### config.mk
export PLATFORM = sky130hd
export DESIGN_NAME = mad_decoder
export DESIGN_NICKNAME = d
export VERILOG_FILES = /design/src/mad_pkg.sv /design/src/mad_bitband.sv /design/src/mad_decoder.sv /design/src/mad_flash_map.sv
export SDC_FILE = /design/constraint.sdc
export NUM_CORES = 1
export LEC_CHECK = 0
export BUFFER_PORTS_ARGS = -buffer_cell sky130_fd_sc_hd__buf_4
export CAP_MARGIN = 0
export CORE_AREA = 4 4 120 122
export CTS_CLUSTER_DIAMETER = 150
export DETAILED_ROUTE_END_ITERATION = 6
export DIE_AREA = 0 0 124 126
export PLACE_DENSITY = 0.86
export SYNTH_ARGS = -nofsm -noshare
export SYNTH_HDL_FRONTEND = slang
export SYNTH_HIERARCHICAL = 1
export SYNTH_SLANG_ARGS = --single-unit
### constraint.sdc
create_clock -name clk_i -period 5.3 [get_ports clk_i]
set_input_delay 0 -clock clk_i [delete_from_list [all_inputs] [get_ports clk_i]]
set_output_delay 0 -clock clk_i [all_outputs]
set_load 0.02 [all_outputs]
### src/mad_pkg.sv
// Package for the application-side master address decoder.
// Holds the decode map, target encodings and shared helper functions.
// Assumes 32-bit byte addresses from both bus masters.
package mad_pkg;

  // ==========================================================================
  // Target identifiers
  // ==========================================================================
  typedef enum logic [4:0] {
    MAD_TGT_NONE      = 5'h00,
    MAD_TGT_BOOT_ROM  = 5'h01,
    MAD_TGT_FLASH     = 5'h02,
    MAD_TGT_FLASH_ECC = 5'h03,
    MAD_TGT_OTP       = 5'h04,
    MAD_TGT_OTP_ECC   = 5'h05,
    MAD_TGT_ROM_MIRR  = 5'h06,
    MAD_TGT_SEC_RAM   = 5'h07,
    MAD_TGT_PAR_RAM   = 5'h08,
    MAD_TGT_SHR_RAM   = 5'h09,
    MAD_TGT_IN_MSG    = 5'h0a,
    MAD_TGT_OUT_MSG   = 5'h0b,
    MAD_TGT_RAM_CHK   = 5'h0c,
    MAD_TGT_RAM_BITB  = 5'h0d,
    MAD_TGT_RAM_MIRR  = 5'h0e,
    MAD_TGT_APB_PERI  = 5'h0f,
    MAD_TGT_AHB_GPIO  = 5'h10,
    MAD_TGT_SYS_PERI  = 5'h11,
    MAD_TGT_PERI_BITB = 5'h12,
    MAD_TGT_ANALOG    = 5'h13,
    MAD_TGT_EXT_BUS   = 5'h14,
    MAD_TGT_PRIVATE   = 5'h15
  } mad_target_t;

  // ==========================================================================
  // Address map
  // ==========================================================================
  localparam logic [31:0] MAD_BOOT_LO = 32'h0000_0000;
  localparam logic [31:0] MAD_BOOT_ALIAS = 32'h0100_0000;
  localparam logic [31:0] MAD_BOOT_SIZE = 32'h0001_0000;
  localparam logic [31:0] MAD_FLASH_LO = 32'h0020_0000;
  localparam logic [31:0] MAD_FLASH_HI = 32'h0027_ffff;
  localparam logic [31:0] MAD_FLASH_GAP_LO = 32'h0022_0000;
  localparam logic [31:0] MAD_FLASH_GAP_HI = 32'h0025_ffff;
  localparam logic [31:0] MAD_PWD1_SECTOR = 32'h0020_0000;
  localparam logic [31:0] MAD_PWD2_SECTOR = 32'h0027_c000;
  localparam logic [31:0] MAD_SECTOR16_SIZE = 32'h0000_4000;
  localparam logic [31:0] MAD_PWD_BYTES = 32'h0000_0010;
  localparam logic [31:0] MAD_FECC_LO = 32'h0060_0000;
  localparam logic [31:0] MAD_FECC_HI = 32'h0060_ffff;
  localparam logic [31:0] MAD_OTP_LO = 32'h0068_0480;
  localparam logic [31:0] MAD_OTP_HI = 32'h0068_0817;
  localparam logic [31:0] MAD_OECC_LO = 32'h0070_0100;
  localparam logic [31:0] MAD_OECC_HI = 32'h0070_0102;
  localparam logic [31:0] MAD_RMIR_LO = 32'h0400_0000;
  localparam logic [31:0] MAD_RMIR_HI = 32'h07ff_ffff;
  localparam logic [31:0] MAD_SEC_LO = 32'h2000_0000;
  localparam logic [31:0] MAD_SEC_HI = 32'h2000_3fff;
  localparam logic [31:0] MAD_PAR_HI = 32'h2000_7fff;
  localparam logic [31:0] MAD_SHR_LO = 32'h2000_8000;
  localparam logic [31:0] MAD_SHR_HI = 32'h2001_7fff;
  localparam logic [31:0] MAD_CTRL_SHR_BASE = 32'h0000_c000;
  localparam logic [31:0] MAD_IN_MSG_LO = 32'h2007_f000;
  localparam logic [31:0] MAD_OUT_MSG_LO = 32'h2007_f800;
  localparam logic [31:0] MAD_OUT_MSG_HI = 32'h2007_ffff;
  localparam logic [31:0] MAD_CHK_LO = 32'h2008_0000;
  localparam logic [31:0] MAD_CHK_HI = 32'h2009_7fff;
  localparam logic [31:0] MAD_MCHK_LO = 32'h200f_f000;
  localparam logic [31:0] MAD_MCHK_HI = 32'h200f_ffff;
  localparam logic [31:0] MAD_RBB_LO = 32'h2200_0000;
  localparam logic [31:0] MAD_RBB_HI = 32'h23ff_ffff;
  localparam logic [31:0] MAD_RMIRR_LO = 32'h2400_0000;
  localparam logic [31:0] MAD_RMIRR_HI = 32'h27ff_ffff;
  localparam logic [31:0] MAD_APB_LO = 32'h4000_0000;
  localparam logic [31:0] MAD_APB_HI = 32'h4004_7fff;
  localparam logic [31:0] MAD_GPIOA_APB = 32'h4000_4000;
  localparam logic [31:0] MAD_GPIOA_AHB = 32'h4005_8000;
  localparam logic [31:0] MAD_AHB_GPIO_HI = 32'h4006_0fff;
  localparam logic [31:0] MAD_ENET_LO = 32'h4004_8000;
  localparam logic [31:0] MAD_USB_LO = 32'h4005_0000;
  localparam logic [31:0] MAD_SYS_LO = 32'h4007_0000;
  localparam logic [31:0] MAD_SYS_HI = 32'h400f_ffff;
  localparam logic [31:0] MAD_DEVCFG_LO = 32'h400f_b900;
  localparam logic [31:0] MAD_DEVCFG_HI = 32'h400f_b93f;
  localparam logic [31:0] MAD_CTRL_DEVCFG = 32'h0000_0880;
  localparam logic [31:0] MAD_PBB_LO = 32'h4200_0000;
  localparam logic [31:0] MAD_PBB_HI = 32'h43ff_ffff;
  localparam logic [31:0] MAD_ADC1_LO = 32'h5000_1600;
  localparam logic [31:0] MAD_ADC2_LO = 32'h5000_1680;
  localparam logic [31:0] MAD_ADC_SIZE = 32'h0000_0020;
  localparam logic [31:0] MAD_EXT_LO = 32'h6000_0000;
  localparam logic [31:0] MAD_EXT_HI = 32'hdfff_ffff;
  localparam logic [31:0] MAD_PRIV_LO = 32'he000_0000;
  localparam logic [31:0] MAD_CORE_INTERRUPT_CONTROLLER_LO = 32'he000_e100;
  localparam logic [31:0] MAD_CORE_INTERRUPT_CONTROLLER_HI = 32'he000_e4ef;
  localparam logic [31:0] MAD_MIRROR_MASK = 32'h03ff_ffff;
  localparam logic [31:0] MAD_RAM_BASE = 32'h2000_0000;
  localparam logic [31:0] MAD_PERI_BASE = 32'h4000_0000;
  localparam logic [31:0] MAD_BITB_MASK = 32'h01ff_ffff;

  // APB peripheral gaps, a handful of checked sub-windows.
  localparam int MAD_RSV_N = 8;
  localparam logic [31:0] MAD_RSV_LO [MAD_RSV_N] = '{32'h4000_2000, 32'h4001_1000,
    32'h4002_2000, 32'h4002_8000, 32'h4003_4000, 32'h4003_e000, 32'h4004_9000, 32'h4005_1000};
  localparam logic [31:0] MAD_RSV_HI [MAD_RSV_N] = '{32'h4000_3fff, 32'h4001_ffff,
    32'h4002_3fff, 32'h4002_ffff, 32'h4003_cfff, 32'h4004_7fff, 32'h4004_ffff, 32'h4005_7fff};

  // ==========================================================================
  // Helpers
  // ==========================================================================
  function automatic logic mad_in(input logic [31:0] a, input logic [31:0] lo, input logic [31:0] hi);
    return (a >= lo) && (a <= hi);
  endfunction : mad_in

endpackage : mad_pkg

### src/mad_bitband.sv
// Bit-band alias translator.
// Masks the alias window base off the offset itself with MAD_BITB_MASK.
`timescale 1ns/100ps
`default_nettype none
module mad_bitband (
  // Alias offset and region base
  input wire logic [31:0] alias_off_i,
  input wire logic [31:0] region_base_i,
  // Translated word address and bit
  output logic [31:0] word_addr_o,
  output logic [4:0] bit_sel_o
);
  import mad_pkg::*;

  // Each alias word maps one bit: offset/128 picks the word, bits 6:2 the bit.
  logic [31:0] off;
  assign off = alias_off_i & MAD_BITB_MASK;
  assign word_addr_o = region_base_i + {8'h00, off[28:7], 2'h0};
  assign bit_sel_o = {off[6:5], off[4:2]};
endmodule : mad_bitband
`default_nettype wire

### src/mad_decoder.sv
// Master address decoder for the application CPU and its channel DMA.
// Assumes one access at a time per request cycle and targets that accept a
// registered select one cycle after the request.
// Summary of operation
// Boot window and its alias reach the same 64K boot ROM.
// With 256KB flash, sectors I, H, G and F are absent.
// Zone one password low in sector N, zone two high in sector A.
// Flash check bits are a 64K window; channel DMA barred.
// Three OTP check-bit bytes exposed; channel DMA barred.
// ROM mirror reads return data and feed the CRC engine.
// RAM mirror reads return data and feed the CRC engine.
// RAM alias zone gives each local RAM bit its own address.
// Peripheral alias zone gives each register bit its own address.
// Secure local RAMs reachable by CPU only, not channel DMA.
// Shared RAMs map to the control side storage; both DMAs allowed.
// Inbound message RAM read-only to DMA; outbound writable.
// RAM check-bit windows decoded separately; channel DMA barred.
// Each GPIO port reachable through an APB and an AHB aperture.
// Device configuration also seen read-only by the control side.
// External bus window forwards everything; channel DMA allowed.
// Core-private registers on private bus, unreachable by DMA.
// Reserved or barred accesses end with bus error, no target touched.
// Masters issue byte addresses; the map is byte granular.
`timescale 1ns/100ps
`default_nettype none
module mad_decoder (
  // Clock and reset
  input wire logic clk_i,
  input wire logic rst_i,
  // Configuration
  input wire logic small_flash_i,
  // Request
  input wire logic req_valid_i,
  input wire logic req_is_dma_i,
  input wire logic req_write_i,
  input wire logic [31:0] req_addr_i,
  // Decoded answer
  output logic sel_valid_o,
  output mad_pkg::mad_target_t sel_target_o,
  output logic [31:0] sel_addr_o,
  output logic [4:0] sel_bit_o,
  output logic sel_bit_mode_o,
  output logic sel_crc_feed_o,
  output logic sel_pwd_zone1_o,
  output logic sel_pwd_zone2_o,
  output logic [31:0] sel_ctrl_addr_o,
  output logic sel_ctrl_ro_o,
  output logic sel_bus_error_o
);
  import mad_pkg::*;

  // ==========================================================================
  // State
  // ==========================================================================
  typedef struct packed {
    logic valid;
    mad_target_t target;
    logic [31:0] addr;
    logic [4:0] bitsel;
    logic bit_mode;
    logic crc_feed;
    logic pwd1;
    logic pwd2;
    logic [31:0] ctrl_addr;
    logic ctrl_ro;
    logic err;
  } mad_state_t;

  mad_state_t st_q;
  mad_state_t st_d;

  logic flash_present;
  logic pwd1;
  logic pwd2;
  logic [31:0] bb_word;
  logic [4:0] bb_bit;
  logic [31:0] bb_base;
  logic [31:0] mirror_addr;
  logic mirror_flash;
  logic mirror_pwd1;
  logic mirror_pwd2;

  // ==========================================================================
  // Sub-decoders
  // ==========================================================================
  assign mirror_addr = req_addr_i & MAD_MIRROR_MASK;

  mad_flash_map u_flash (
    .addr_i(req_addr_i),
    .small_flash_i(small_flash_i),
    .present_o(flash_present),
    .pwd_zone1_o(pwd1),
    .pwd_zone2_o(pwd2)
  );

  mad_flash_map u_flash_mirror (
    .addr_i(mirror_addr),
    .small_flash_i(small_flash_i),
    .present_o(mirror_flash),
    .pwd_zone1_o(mirror_pwd1),
    .pwd_zone2_o(mirror_pwd2)
  );

  assign bb_base = (req_addr_i[31:28] == 4'h2) ? MAD_RAM_BASE : MAD_PERI_BASE;

  mad_bitband u_bitband (
    .alias_off_i(req_addr_i),
    .region_base_i(bb_base),
    .word_addr_o(bb_word),
    .bit_sel_o(bb_bit)
  );

  function automatic logic mad_apb_gap(input logic [31:0] a);
    logic hit;
    hit = 1'b0;
    for (int i = 0; i < MAD_RSV_N; i++) begin
      if (mad_in(a, MAD_RSV_LO[i], MAD_RSV_HI[i])) begin
        hit = 1'b1;
      end
    end
    return hit;
  endfunction : mad_apb_gap

  // ==========================================================================
  // Decode
  // ==========================================================================
  // The whole map is decoded on byte addresses, so no alignment check.
  always_comb begin
    st_d = '0;
    st_d.valid = req_valid_i;
    st_d.addr = req_addr_i;
    if (mad_in(req_addr_i, MAD_BOOT_LO, MAD_BOOT_LO + MAD_BOOT_SIZE - 32'h1) ||
        mad_in(req_addr_i, MAD_BOOT_ALIAS, MAD_BOOT_ALIAS + MAD_BOOT_SIZE - 32'h1)) begin
      st_d.target = MAD_TGT_BOOT_ROM;
      st_d.addr = {16'h0000, req_addr_i[15:0]};
    end else if (flash_present) begin
      st_d.target = MAD_TGT_FLASH;
      st_d.pwd1 = pwd1;
      st_d.pwd2 = pwd2;
    end else if (mad_in(req_addr_i, MAD_FECC_LO, MAD_FECC_HI)) begin
      st_d.target = MAD_TGT_FLASH_ECC;
      st_d.err = req_is_dma_i;
    end else if (mad_in(req_addr_i, MAD_OTP_LO, MAD_OTP_HI)) begin
      st_d.target = MAD_TGT_OTP;
      st_d.err = req_is_dma_i;
    end else if (mad_in(req_addr_i, MAD_OECC_LO, MAD_OECC_HI)) begin
      st_d.target = MAD_TGT_OTP_ECC;
      st_d.err = req_is_dma_i;
    end else if (mad_in(req_addr_i, MAD_RMIR_LO, MAD_RMIR_HI)) begin
      // Mirror hits only if the folded address lands on a real ROM, flash, OTP or check-bit byte.
      st_d.target = MAD_TGT_ROM_MIRR;
      st_d.addr = mirror_addr;
      st_d.pwd1 = mirror_pwd1;
      st_d.pwd2 = mirror_pwd2;
      // Each store is listed on its own so that reserved gaps and absent sectors stay refused.
      st_d.err = req_is_dma_i || !(mirror_flash ||
                 mad_in(mirror_addr, MAD_BOOT_LO, MAD_BOOT_LO + MAD_BOOT_SIZE - 32'h1) ||
                 mad_in(mirror_addr, MAD_BOOT_ALIAS, MAD_BOOT_ALIAS + MAD_BOOT_SIZE - 32'h1) ||
                 mad_in(mirror_addr, MAD_FECC_LO, MAD_FECC_HI) ||
                 mad_in(mirror_addr, MAD_OTP_LO, MAD_OTP_HI) ||
                 mad_in(mirror_addr, MAD_OECC_LO, MAD_OECC_HI));
      st_d.crc_feed = !req_write_i && !st_d.err;
    end else if (mad_in(req_addr_i, MAD_SEC_LO, MAD_SEC_HI)) begin
      st_d.target = MAD_TGT_SEC_RAM;
      st_d.err = req_is_dma_i;
    end else if (mad_in(req_addr_i, MAD_SEC_HI + 32'h1, MAD_PAR_HI)) begin
      st_d.target = MAD_TGT_PAR_RAM;
    end else if (mad_in(req_addr_i, MAD_SHR_LO, MAD_SHR_HI)) begin
      st_d.target = MAD_TGT_SHR_RAM;
      // Control side sees the shared blocks in 16-bit words.
      st_d.ctrl_addr = MAD_CTRL_SHR_BASE + {1'b0, req_addr_i[31:1] - MAD_SHR_LO[31:1]};
    end else if (mad_in(req_addr_i, MAD_IN_MSG_LO, MAD_OUT_MSG_LO - 32'h1)) begin
      st_d.target = MAD_TGT_IN_MSG;
      st_d.err = req_is_dma_i && req_write_i;
    end else if (mad_in(req_addr_i, MAD_OUT_MSG_LO, MAD_OUT_MSG_HI)) begin
      st_d.target = MAD_TGT_OUT_MSG;
      st_d.ctrl_ro = 1'b1;
    end else if (mad_in(req_addr_i, MAD_CHK_LO, MAD_CHK_HI) ||
                 mad_in(req_addr_i, MAD_MCHK_LO, MAD_MCHK_HI)) begin
      st_d.target = MAD_TGT_RAM_CHK;
      st_d.err = req_is_dma_i;
    end else if (mad_in(req_addr_i, MAD_RBB_LO, MAD_RBB_HI)) begin
      st_d.target = MAD_TGT_RAM_BITB;
      st_d.addr = bb_word;
      st_d.bitsel = bb_bit;
      st_d.bit_mode = 1'b1;
      st_d.err = req_is_dma_i && (bb_word <= MAD_SEC_HI);
    end else if (mad_in(req_addr_i, MAD_RMIRR_LO, MAD_RMIRR_HI)) begin
      st_d.target = MAD_TGT_RAM_MIRR;
      st_d.addr = MAD_RAM_BASE | mirror_addr;
      st_d.err = req_is_dma_i;
      st_d.crc_feed = !req_write_i && !req_is_dma_i;
    end else if (mad_in(req_addr_i, MAD_APB_LO, MAD_APB_HI) && !mad_apb_gap(req_addr_i)) begin
      st_d.target = MAD_TGT_APB_PERI;
      st_d.err = req_is_dma_i && mad_in(req_addr_i, 32'h4002_0000, 32'h4002_1fff);
    end else if (mad_in(req_addr_i, MAD_ENET_LO, MAD_ENET_LO + 32'h0fff) ||
                 mad_in(req_addr_i, MAD_USB_LO, MAD_USB_LO + 32'h0fff)) begin
      st_d.target = MAD_TGT_APB_PERI;
    end else if (mad_in(req_addr_i, MAD_GPIOA_AHB, MAD_AHB_GPIO_HI)) begin
      st_d.target = MAD_TGT_AHB_GPIO;
    end else if (mad_in(req_addr_i, MAD_SYS_LO, MAD_SYS_HI)) begin
      st_d.target = MAD_TGT_SYS_PERI;
      st_d.err = req_is_dma_i;
      if (mad_in(req_addr_i, MAD_DEVCFG_LO, MAD_DEVCFG_HI)) begin
        st_d.ctrl_addr = MAD_CTRL_DEVCFG + {1'b0, req_addr_i[31:1] - MAD_DEVCFG_LO[31:1]};
        st_d.ctrl_ro = 1'b1;
      end
    end else if (mad_in(req_addr_i, MAD_PBB_LO, MAD_PBB_HI)) begin
      st_d.target = MAD_TGT_PERI_BITB;
      st_d.addr = bb_word;
      st_d.bitsel = bb_bit;
      st_d.bit_mode = 1'b1;
    end else if (mad_in(req_addr_i, MAD_ADC1_LO, MAD_ADC1_LO + MAD_ADC_SIZE - 32'h1) ||
                 mad_in(req_addr_i, MAD_ADC2_LO, MAD_ADC2_LO + MAD_ADC_SIZE - 32'h1)) begin
      st_d.target = MAD_TGT_ANALOG;
    end else if (mad_in(req_addr_i, MAD_EXT_LO, MAD_EXT_HI)) begin
      st_d.target = MAD_TGT_EXT_BUS;
    end else if (req_addr_i >= MAD_PRIV_LO) begin
      st_d.target = MAD_TGT_PRIVATE;
      st_d.err = req_is_dma_i;
    end else begin
      st_d.err = 1'b1;
    end
    // A refused access selects no target at all.
    if (st_d.err) begin
      st_d.target = MAD_TGT_NONE;
      st_d.crc_feed = 1'b0;
      st_d.bit_mode = 1'b0;
      st_d.ctrl_ro = 1'b0;
    end
    if (!req_valid_i) begin
      st_d = '0;
    end
  end

  always_ff @(posedge clk_i or posedge rst_i) begin
    if (rst_i) begin
      st_q <= '0;
    end else begin
      st_q <= st_d;
    end
  end

  // ==========================================================================
  // Outputs
  // ==========================================================================
  assign sel_valid_o = st_q.valid;
  assign sel_target_o = st_q.target;
  assign sel_addr_o = st_q.addr;
  assign sel_bit_o = st_q.bitsel;
  assign sel_bit_mode_o = st_q.bit_mode;
  assign sel_crc_feed_o = st_q.crc_feed;
  assign sel_pwd_zone1_o = st_q.pwd1;
  assign sel_pwd_zone2_o = st_q.pwd2;
  assign sel_ctrl_addr_o = st_q.ctrl_addr;
  assign sel_ctrl_ro_o = st_q.ctrl_ro;
  assign sel_bus_error_o = st_q.err;

  // ==========================================================================
  // Checks
  // ==========================================================================
  AST_BOOT_ALIAS: assert property (@(posedge clk_i) disable iff (rst_i)
    req_valid_i && req_addr_i[31:16] == 16'h0100 |=> sel_target_o == MAD_TGT_BOOT_ROM && sel_addr_o[31:16] == 16'h0)
    else $error("Boot alias not routed to boot ROM.");
  AST_SMALL_FLASH: assert property (@(posedge clk_i) disable iff (rst_i)
    req_valid_i && small_flash_i && req_addr_i[31:16] == 16'h0023 |=> sel_bus_error_o)
    else $error("Absent flash sector was mapped.");
  AST_PWD2: assert property (@(posedge clk_i) disable iff (rst_i)
    req_valid_i && req_addr_i == 32'h0027_fff0 |=> sel_pwd_zone2_o && !sel_pwd_zone1_o)
    else $error("Zone two password marker wrong.");
  AST_FECC_DMA: assert property (@(posedge clk_i) disable iff (rst_i)
    req_valid_i && req_is_dma_i && req_addr_i[31:16] == 16'h0060 |=> sel_bus_error_o)
    else $error("DMA reached flash check bits.");
  AST_OECC_DMA: assert property (@(posedge clk_i) disable iff (rst_i)
    req_valid_i && req_is_dma_i && req_addr_i == 32'h0070_0102 |=> sel_bus_error_o)
    else $error("DMA reached OTP check bits.");
  AST_CRC_FEED: assert property (@(posedge clk_i) disable iff (rst_i)
    req_valid_i && !req_is_dma_i && !req_write_i && req_addr_i[31:26] == 6'h09 |=> sel_crc_feed_o)
    else $error("RAM mirror read did not feed the CRC.");
  AST_SEC_RAM: assert property (@(posedge clk_i) disable iff (rst_i)
    req_valid_i && req_addr_i[31:14] == 18'h08000 |=> sel_bus_error_o == $past(req_is_dma_i))
    else $error("Secure RAM access rule broken.");
  AST_IN_MSG: assert property (@(posedge clk_i) disable iff (rst_i)
    req_valid_i && req_is_dma_i && req_write_i && req_addr_i[31:11] == 21'h400fe |=> sel_bus_error_o)
    else $error("DMA write to inbound message RAM accepted.");
  AST_ERR_NOTGT: assert property (@(posedge clk_i) disable iff (rst_i)
    sel_bus_error_o |-> sel_target_o == MAD_TGT_NONE && !sel_crc_feed_o)
    else $error("Bus error with a target selected.");
  AST_PRIV_DMA: assert property (@(posedge clk_i) disable iff (rst_i)
    req_valid_i && req_is_dma_i && req_addr_i[31:28] == 4'he |=> sel_bus_error_o)
    else $error("DMA reached private bus.");
  AST_ROM_MIRR: assert property (@(posedge clk_i) disable iff (rst_i)
    req_valid_i && !req_is_dma_i && !req_write_i && req_addr_i[31:16] == 16'h0400
    |=> sel_crc_feed_o && sel_target_o == MAD_TGT_ROM_MIRR)
    else $error("ROM mirror read did not feed the CRC.");
  AST_SHR_CTRL: assert property (@(posedge clk_i) disable iff (rst_i)
    req_valid_i && req_addr_i[31:13] == 19'h10005 |=> sel_ctrl_addr_o[31:12] == 20'h0000d)
    else $error("Shared RAM control address wrong.");
  AST_CHK_DMA: assert property (@(posedge clk_i) disable iff (rst_i)
    req_valid_i && req_is_dma_i && req_addr_i[31:17] == 15'h1004 |=> sel_bus_error_o)
    else $error("DMA reached RAM check bits.");
  AST_EXT_BUS: assert property (@(posedge clk_i) disable iff (rst_i)
    req_valid_i && req_addr_i[31:28] == 4'hd |=> sel_target_o == MAD_TGT_EXT_BUS)
    else $error("External window not forwarded.");
  COV_EXT: cover property (@(posedge clk_i) disable iff (rst_i) sel_target_o == MAD_TGT_EXT_BUS);
  COV_BITB: cover property (@(posedge clk_i) disable iff (rst_i) sel_bit_mode_o);
  COV_ROM_CRC: cover property (@(posedge clk_i) disable iff (rst_i)
    sel_crc_feed_o && sel_target_o == MAD_TGT_ROM_MIRR);
  COV_ERR: cover property (@(posedge clk_i) disable iff (rst_i) sel_bus_error_o);
endmodule : mad_decoder
`default_nettype wire

### src/mad_flash_map.sv
// Flash sector decoder with size option and password markers.
// Assumes a static size strap.
`timescale 1ns/100ps
`default_nettype none
module mad_flash_map (
  // Request
  input wire logic [31:0] addr_i,
  input wire logic small_flash_i,
  // Result
  output logic present_o,
  output logic pwd_zone1_o,
  output logic pwd_zone2_o
);
  import mad_pkg::*;

  logic in_flash;
  logic in_gap;
  assign in_flash = mad_in(addr_i, MAD_FLASH_LO, MAD_FLASH_HI);
  assign in_gap = mad_in(addr_i, MAD_FLASH_GAP_LO, MAD_FLASH_GAP_HI);
  assign present_o = in_flash && !(small_flash_i && in_gap);
  assign pwd_zone1_o = mad_in(addr_i, MAD_PWD1_SECTOR, MAD_PWD1_SECTOR + MAD_PWD_BYTES - 32'h1);
  assign pwd_zone2_o = mad_in(addr_i, MAD_PWD2_SECTOR + MAD_SECTOR16_SIZE - MAD_PWD_BYTES,
                              MAD_PWD2_SECTOR + MAD_SECTOR16_SIZE - 32'h1);
endmodule : mad_flash_map
`default_nettype wire

Word level (Yosys, flattened, before mapping)
Cells that the tools add are included.
- input port bits: 38
- output and inout port bits: 81
- register bits after elaboration: 81
- muxes and demuxes: 159
- reductions and logical operators: 74
- equality and inequality tests: 1
- add/subtract/negate cells: 5
- $lt $le $gt $ge: 91
- operator list (cell ; number):
    34-bit two-way mux ; 26
    32-bit by 31-bit >= comparator with 1-bit output, second input constant ; 19
    43-bit two-way mux ; 14
    33-bit two-way mux ; 18
    32-bit by 31-bit <= comparator with 1-bit output, second input constant ; 17
    39-bit two-way mux ; 13
    32-bit by 30-bit <= comparator with 1-bit output, second input constant ; 10
    37-bit two-way mux ; 8
    32-bit by 30-bit >= comparator with 1-bit output, second input constant ; 9
    74-bit two-way mux ; 3
    38-bit two-way mux ; 5
    32-bit by 22-bit >= comparator with 1-bit output, second input constant ; 3
    32-bit by 23-bit >= comparator with 1-bit output, second input constant ; 3
    32-bit by 22-bit <= comparator with 1-bit output, second input constant ; 3
    32-bit by 23-bit <= comparator with 1-bit output, second input constant ; 3
    5-bit two-way mux ; 19
    81-bit two-way mux ; 1
    26-bit by 22-bit >= comparator with 1-bit output, second input constant ; 3
    26-bit by 23-bit >= comparator with 1-bit output, second input constant ; 3
    26-bit by 22-bit <= comparator with 1-bit output, second input constant ; 3
    26-bit by 23-bit <= comparator with 1-bit output, second input constant ; 3
    32-bit two-way mux ; 2
    1-bit logical AND ; 57
    1-bit two-way mux ; 43
    23 further kinds ; 42

Depth between registers and ports, before layout
- depth in word-level cells: 74
- depth in mapped cells: 17
- mapped depth without buffers: 16

By module
The synthesis kept the hierarchy.
- by module, submodules not included (module ; area each (um^2) ; seq. area each (um^2) ; cells each ; times used):
    mad_decoder ; 6531.3 ; 2026.9 ; 823 ; 1
    mad_bitband ; 1416.4 ; 0.0 ; 200 ; 1
    mad_flash_map ; 187.7 ; 0.0 ; 28 ; 2

Worst setup path after synthesis
Ideal clock, no wire load.
- path kind: input port to flip-flop
- from: input req_addr_i[8]
- to: register st_q (netlist bit sel_ctrl_addr_o[26])
- setup time: 0.078 ns
- setup slack: 2.384 ns
- arrival time: 2.838 ns
- stages: 17
- cell sequence: clkbuf_1 inv_1 ha_1 clkbuf_1 nor2b_1 nand4_1 a21oi_1 o211ai_2 o31ai_2 or4_1 buf_2 or2_1 buf_4 nand2b_4 buf_6 buf_6 a21oi_1
- RTL lines (element ; RTL line ; text):
    start: declaration ; mad_decoder.sv:36 ; input wire logic [31:0] req_addr_i,
    end signal: assignment ; mad_decoder.sv:240 ; st_q <= st_d;
    end: declaration ; mad_decoder.sv:69 ; mad_state_t st_q;

==> flow_summary.ini <==
[timing]
finalHoldViolations = 40
setup_viol = 0
relSlewSlack_pct = 27.33
drv_slew = 0
fin_setup_tns_ns = 0
grt_setup_unrepaired = no
min_period_ns = 3.786
min_period_over_period_pct = 71.43
worst_slew_pin_slew_ns = 1.090
whs_ns = -0.02583
max_freq_ghz = 0.2642

[power]
powerDensity_nw_per_um2 = 202.1
p_leak_uw = 0.004056
peakVddDrop_uv = 146.9

[synth]
syn_area_per_cell_um2 = 7.714
postSynthCellCount = 1079
synth_async_sr_flop_share_pct = 100.0
synth_cell_type_count = 111
ys.flop_type = dfrtp_1
synth_edf_count = 0
ys_warn_count = 6
yosysSeqAreaShare_pct = 24.35
syn_area_um2 = 8323
yosys_register_bits = 81

[route]
drcViolationCount = 7
antenna_left = 0
vias_per_cell = 7.065
wl_per_cell_um = 23.19
firstDrtPassIters = 7
via_count = 9721
routed_wirelength_um = 31910
drt_iter0_markers = 1741

[finish]
utilization_pct = 73.31
area_growth_pct = 16.18
layoutNonFillerInstCount = 1376
fin_area_um2 = 9669
nets = 1268
antenna-diode-count = 0
drive_gt1_share_pct = 16.75

[critical_path]
end_kind = register
critical_path_peak_fanout = 9
required_ns = 5.59
cp_top_family = simple AND/OR/NAND/NOR gates
worstPathCellList = dlygate4sd3_1 -> buf_4 -> or4_1 -> nor2_1 -> nand2_1 -> nor3_1 -> and3_1 -> or2_2 -> nor2b_1 -> and2_1
cp-start-kind = primary input
critPathArrivalTime_ns = 4.08
crit_path_max_incr_delay_ns = 0.72
crit_slowest_cell = or4_1
crit_type = primary input to register
worst-path-buf-inv = 2

[clocking]
htree_levels = 3
clkTransAtPathRegs_ns = 0.07
tritoncts = done
root_buffer = clkbuf_16
cts-resized-gates = 0
clock_path_buffers = 2
numClockSinks = 81
cts_made_buffers = 9

[die]
ios = 119
die_height_um = 126
dieArea_um2 = 15620
core_area_um2 = 13190
die_w_um = 124
core.rowCount = 42
start_util_pct = 63.10

[grt]
antenna_found_initial = 0
track_usage_pct = 40.67
grt_max_degree = 82
grt_overflow = 0
grt_pass1_vias = 9137
grt_pass1_wl_um = 49450

[outcome]
violations = DRC, hold timing
status = finished with violations

[flow_run]
maxCapViolCount = 0

[placed_design]
place.gp.congestion = 1.051
dpl.hpwl_um = 21940
post_dp_cell_area_um2 = 9228
place_inst = 1351
io_buffers = 118

[worst_hold_path]
hold_path_class = primary input to async pin
## flip-flops by register name, indices dropped and copies added (netlist names)
name,cells
sel_addr_o,32
sel_ctrl_addr_o,32
sel_bus_error_o,1
sel_valid_o,1
sel_ctrl_ro_o,1
sel_crc_feed_o,1
sel_target_o,5
sel_bit_o,5
sel_pwd_zone2_o,1
sel_pwd_zone1_o,1
sel_bit_mode_o,1
## worst min-delay path: cells and delay by family
kind	cells	cell delay, ns
buffers and inverters	3	0.91
## layout make-up
class	count	area (um^2)
clock inverter	5	106.4
sequential	81	2027
inverter	29	110.1
fill	1022	3521
multi-input combinational	941	5939
tap	176	220.2
clock buffer	9	225.2
timing repair buffer	135	1041
## through the flow
step           power, uW  setup WS (ns)  hold WS, ns
6_report            1954          1.514     -0.02583
5_1_grt             2018          1.384      0.02236
4_1_cts             1919          1.729     0.001460
3_5_place_dp        1195          1.406       0.2672
3_3_place_gp        1190          1.556       0.2649
2_1_floorplan       1037          2.384      0.03143
## where the power goes
part | internal [uW] | switching (uW) | total (uW)
Sequential | 641 | 7.43 | 648
Combinational | 195 | 386 | 581
Clock | 456 | 269 | 725
Total | 1290 | 662 | 1950
## synthesized netlist by cell type (4+ instances only)
cell type  instances  area share, %
clkbuf_1          44            2.0
dfrtp_1           81             24
a21o_1            11           0.99
buf_6              6           0.81
nand3_1           42            2.5
o22ai_1            8           0.60
a21oi_1           72            4.3
nand2b_1           7           0.53
nand2_1          123            5.5
nand3b_1           5           0.45
a31oi_1           10           0.75
nor3b_1            7           0.63
buf_1              4           0.18
or2_2              8           0.60
a41oi_1            4           0.42
xnor2_1           34            3.6
o21ai_0           30            1.8
nor3_2             6           0.72
nor4_1            41            3.1
o21ai_1            4           0.24
nor3_1            43            2.6
and4b_1            4           0.48
and3_1            17            1.3
o21bai_1           5           0.45
and2_1            11           0.83
buf_4             10           0.90
o21a_1            10           0.90
xor2_1            20            2.1
a21boi_0          17            1.5
nor4_2             8            1.2
nand4_1           38            2.9
o31ai_1            7           0.63
nor4b_1            7           0.74
o211ai_1          12            1.1
a22oi_1            6           0.54
nor2b_1           13           0.98
inv_1             26            1.2
or4_1             12            1.1
or3_1             12           0.90
nor2_1            91            4.1
ha_1              32            4.8
buf_2             16           0.96
a211oi_1          12            1.1
o2111ai_1          5           0.53
o31a_1             4           0.42
## what timing repair did
item,4_1_cts,5_1_grt
hold buffers,11,0
hold endpoints to repair,16,0
buffers inserted,0,0
## cells by family (layout without fill, tap and decap cells)
kind of cell	after synthesis	count (layout)	share of synthesized area (%)
AND/OR/NAND/NOR	530	530	35.45
AO/OA/AOI/OAI	266	266	22.38
buffers and inverters	112	178	6.795
flip-flops	81	81	24.35
XOR/XNOR	54	54	5.683
adder cells (fa/ha/maj)	33	33	5.051
multiplexers	2	2	0.2405
other	1	56	0.04506
## worst paths after layout
check | start | to | slack (ns) | depth (start not counted)
setup / recovery | req_addr_i[27] | sel_ctrl_addr_o[5]$_DFF_PP0_ | 1.51 | 10
hold / removal | rst_i | sel_ctrl_addr_o[6]$_DFF_PP0_ | -0.03 | 3
max in group asynchronous | rst_i | sel_addr_o[31]$_DFF_PP0_ | 4.67 | 3
min in group clk_i | req_addr_i[7] | sel_ctrl_addr_o[6]$_DFF_PP0_ | 0.01 | 2
## per-layer routing
layer  track usage (%)  wire length, um  vias up
met5                 0                0        -
met4             27.13             2573        0
met3             7.937             3952      232
met2             63.32            14370      883
met1             50.65            11010     4429
li1                  -                -     4177
## cells in the final DEF (no fill, tap or decap), types with 25 or more instances in the layout
| cell type | count |
|---|---|
| nand2_1 | 123 |
| dfrtp_1 | 81 |
| nand3_1 | 42 |
| inv_1 | 25 |
| conb_1 | 56 |
| a21oi_1 | 72 |
| buf_4 | 124 |
| nor4_1 | 41 |
| nor3_1 | 43 |
| ha_1 | 32 |
| nand4_1 | 38 |
| o21ai_0 | 30 |
| xnor2_1 | 34 |
| nor2_1 | 90 |
Power figures use the tool's default switching activity.
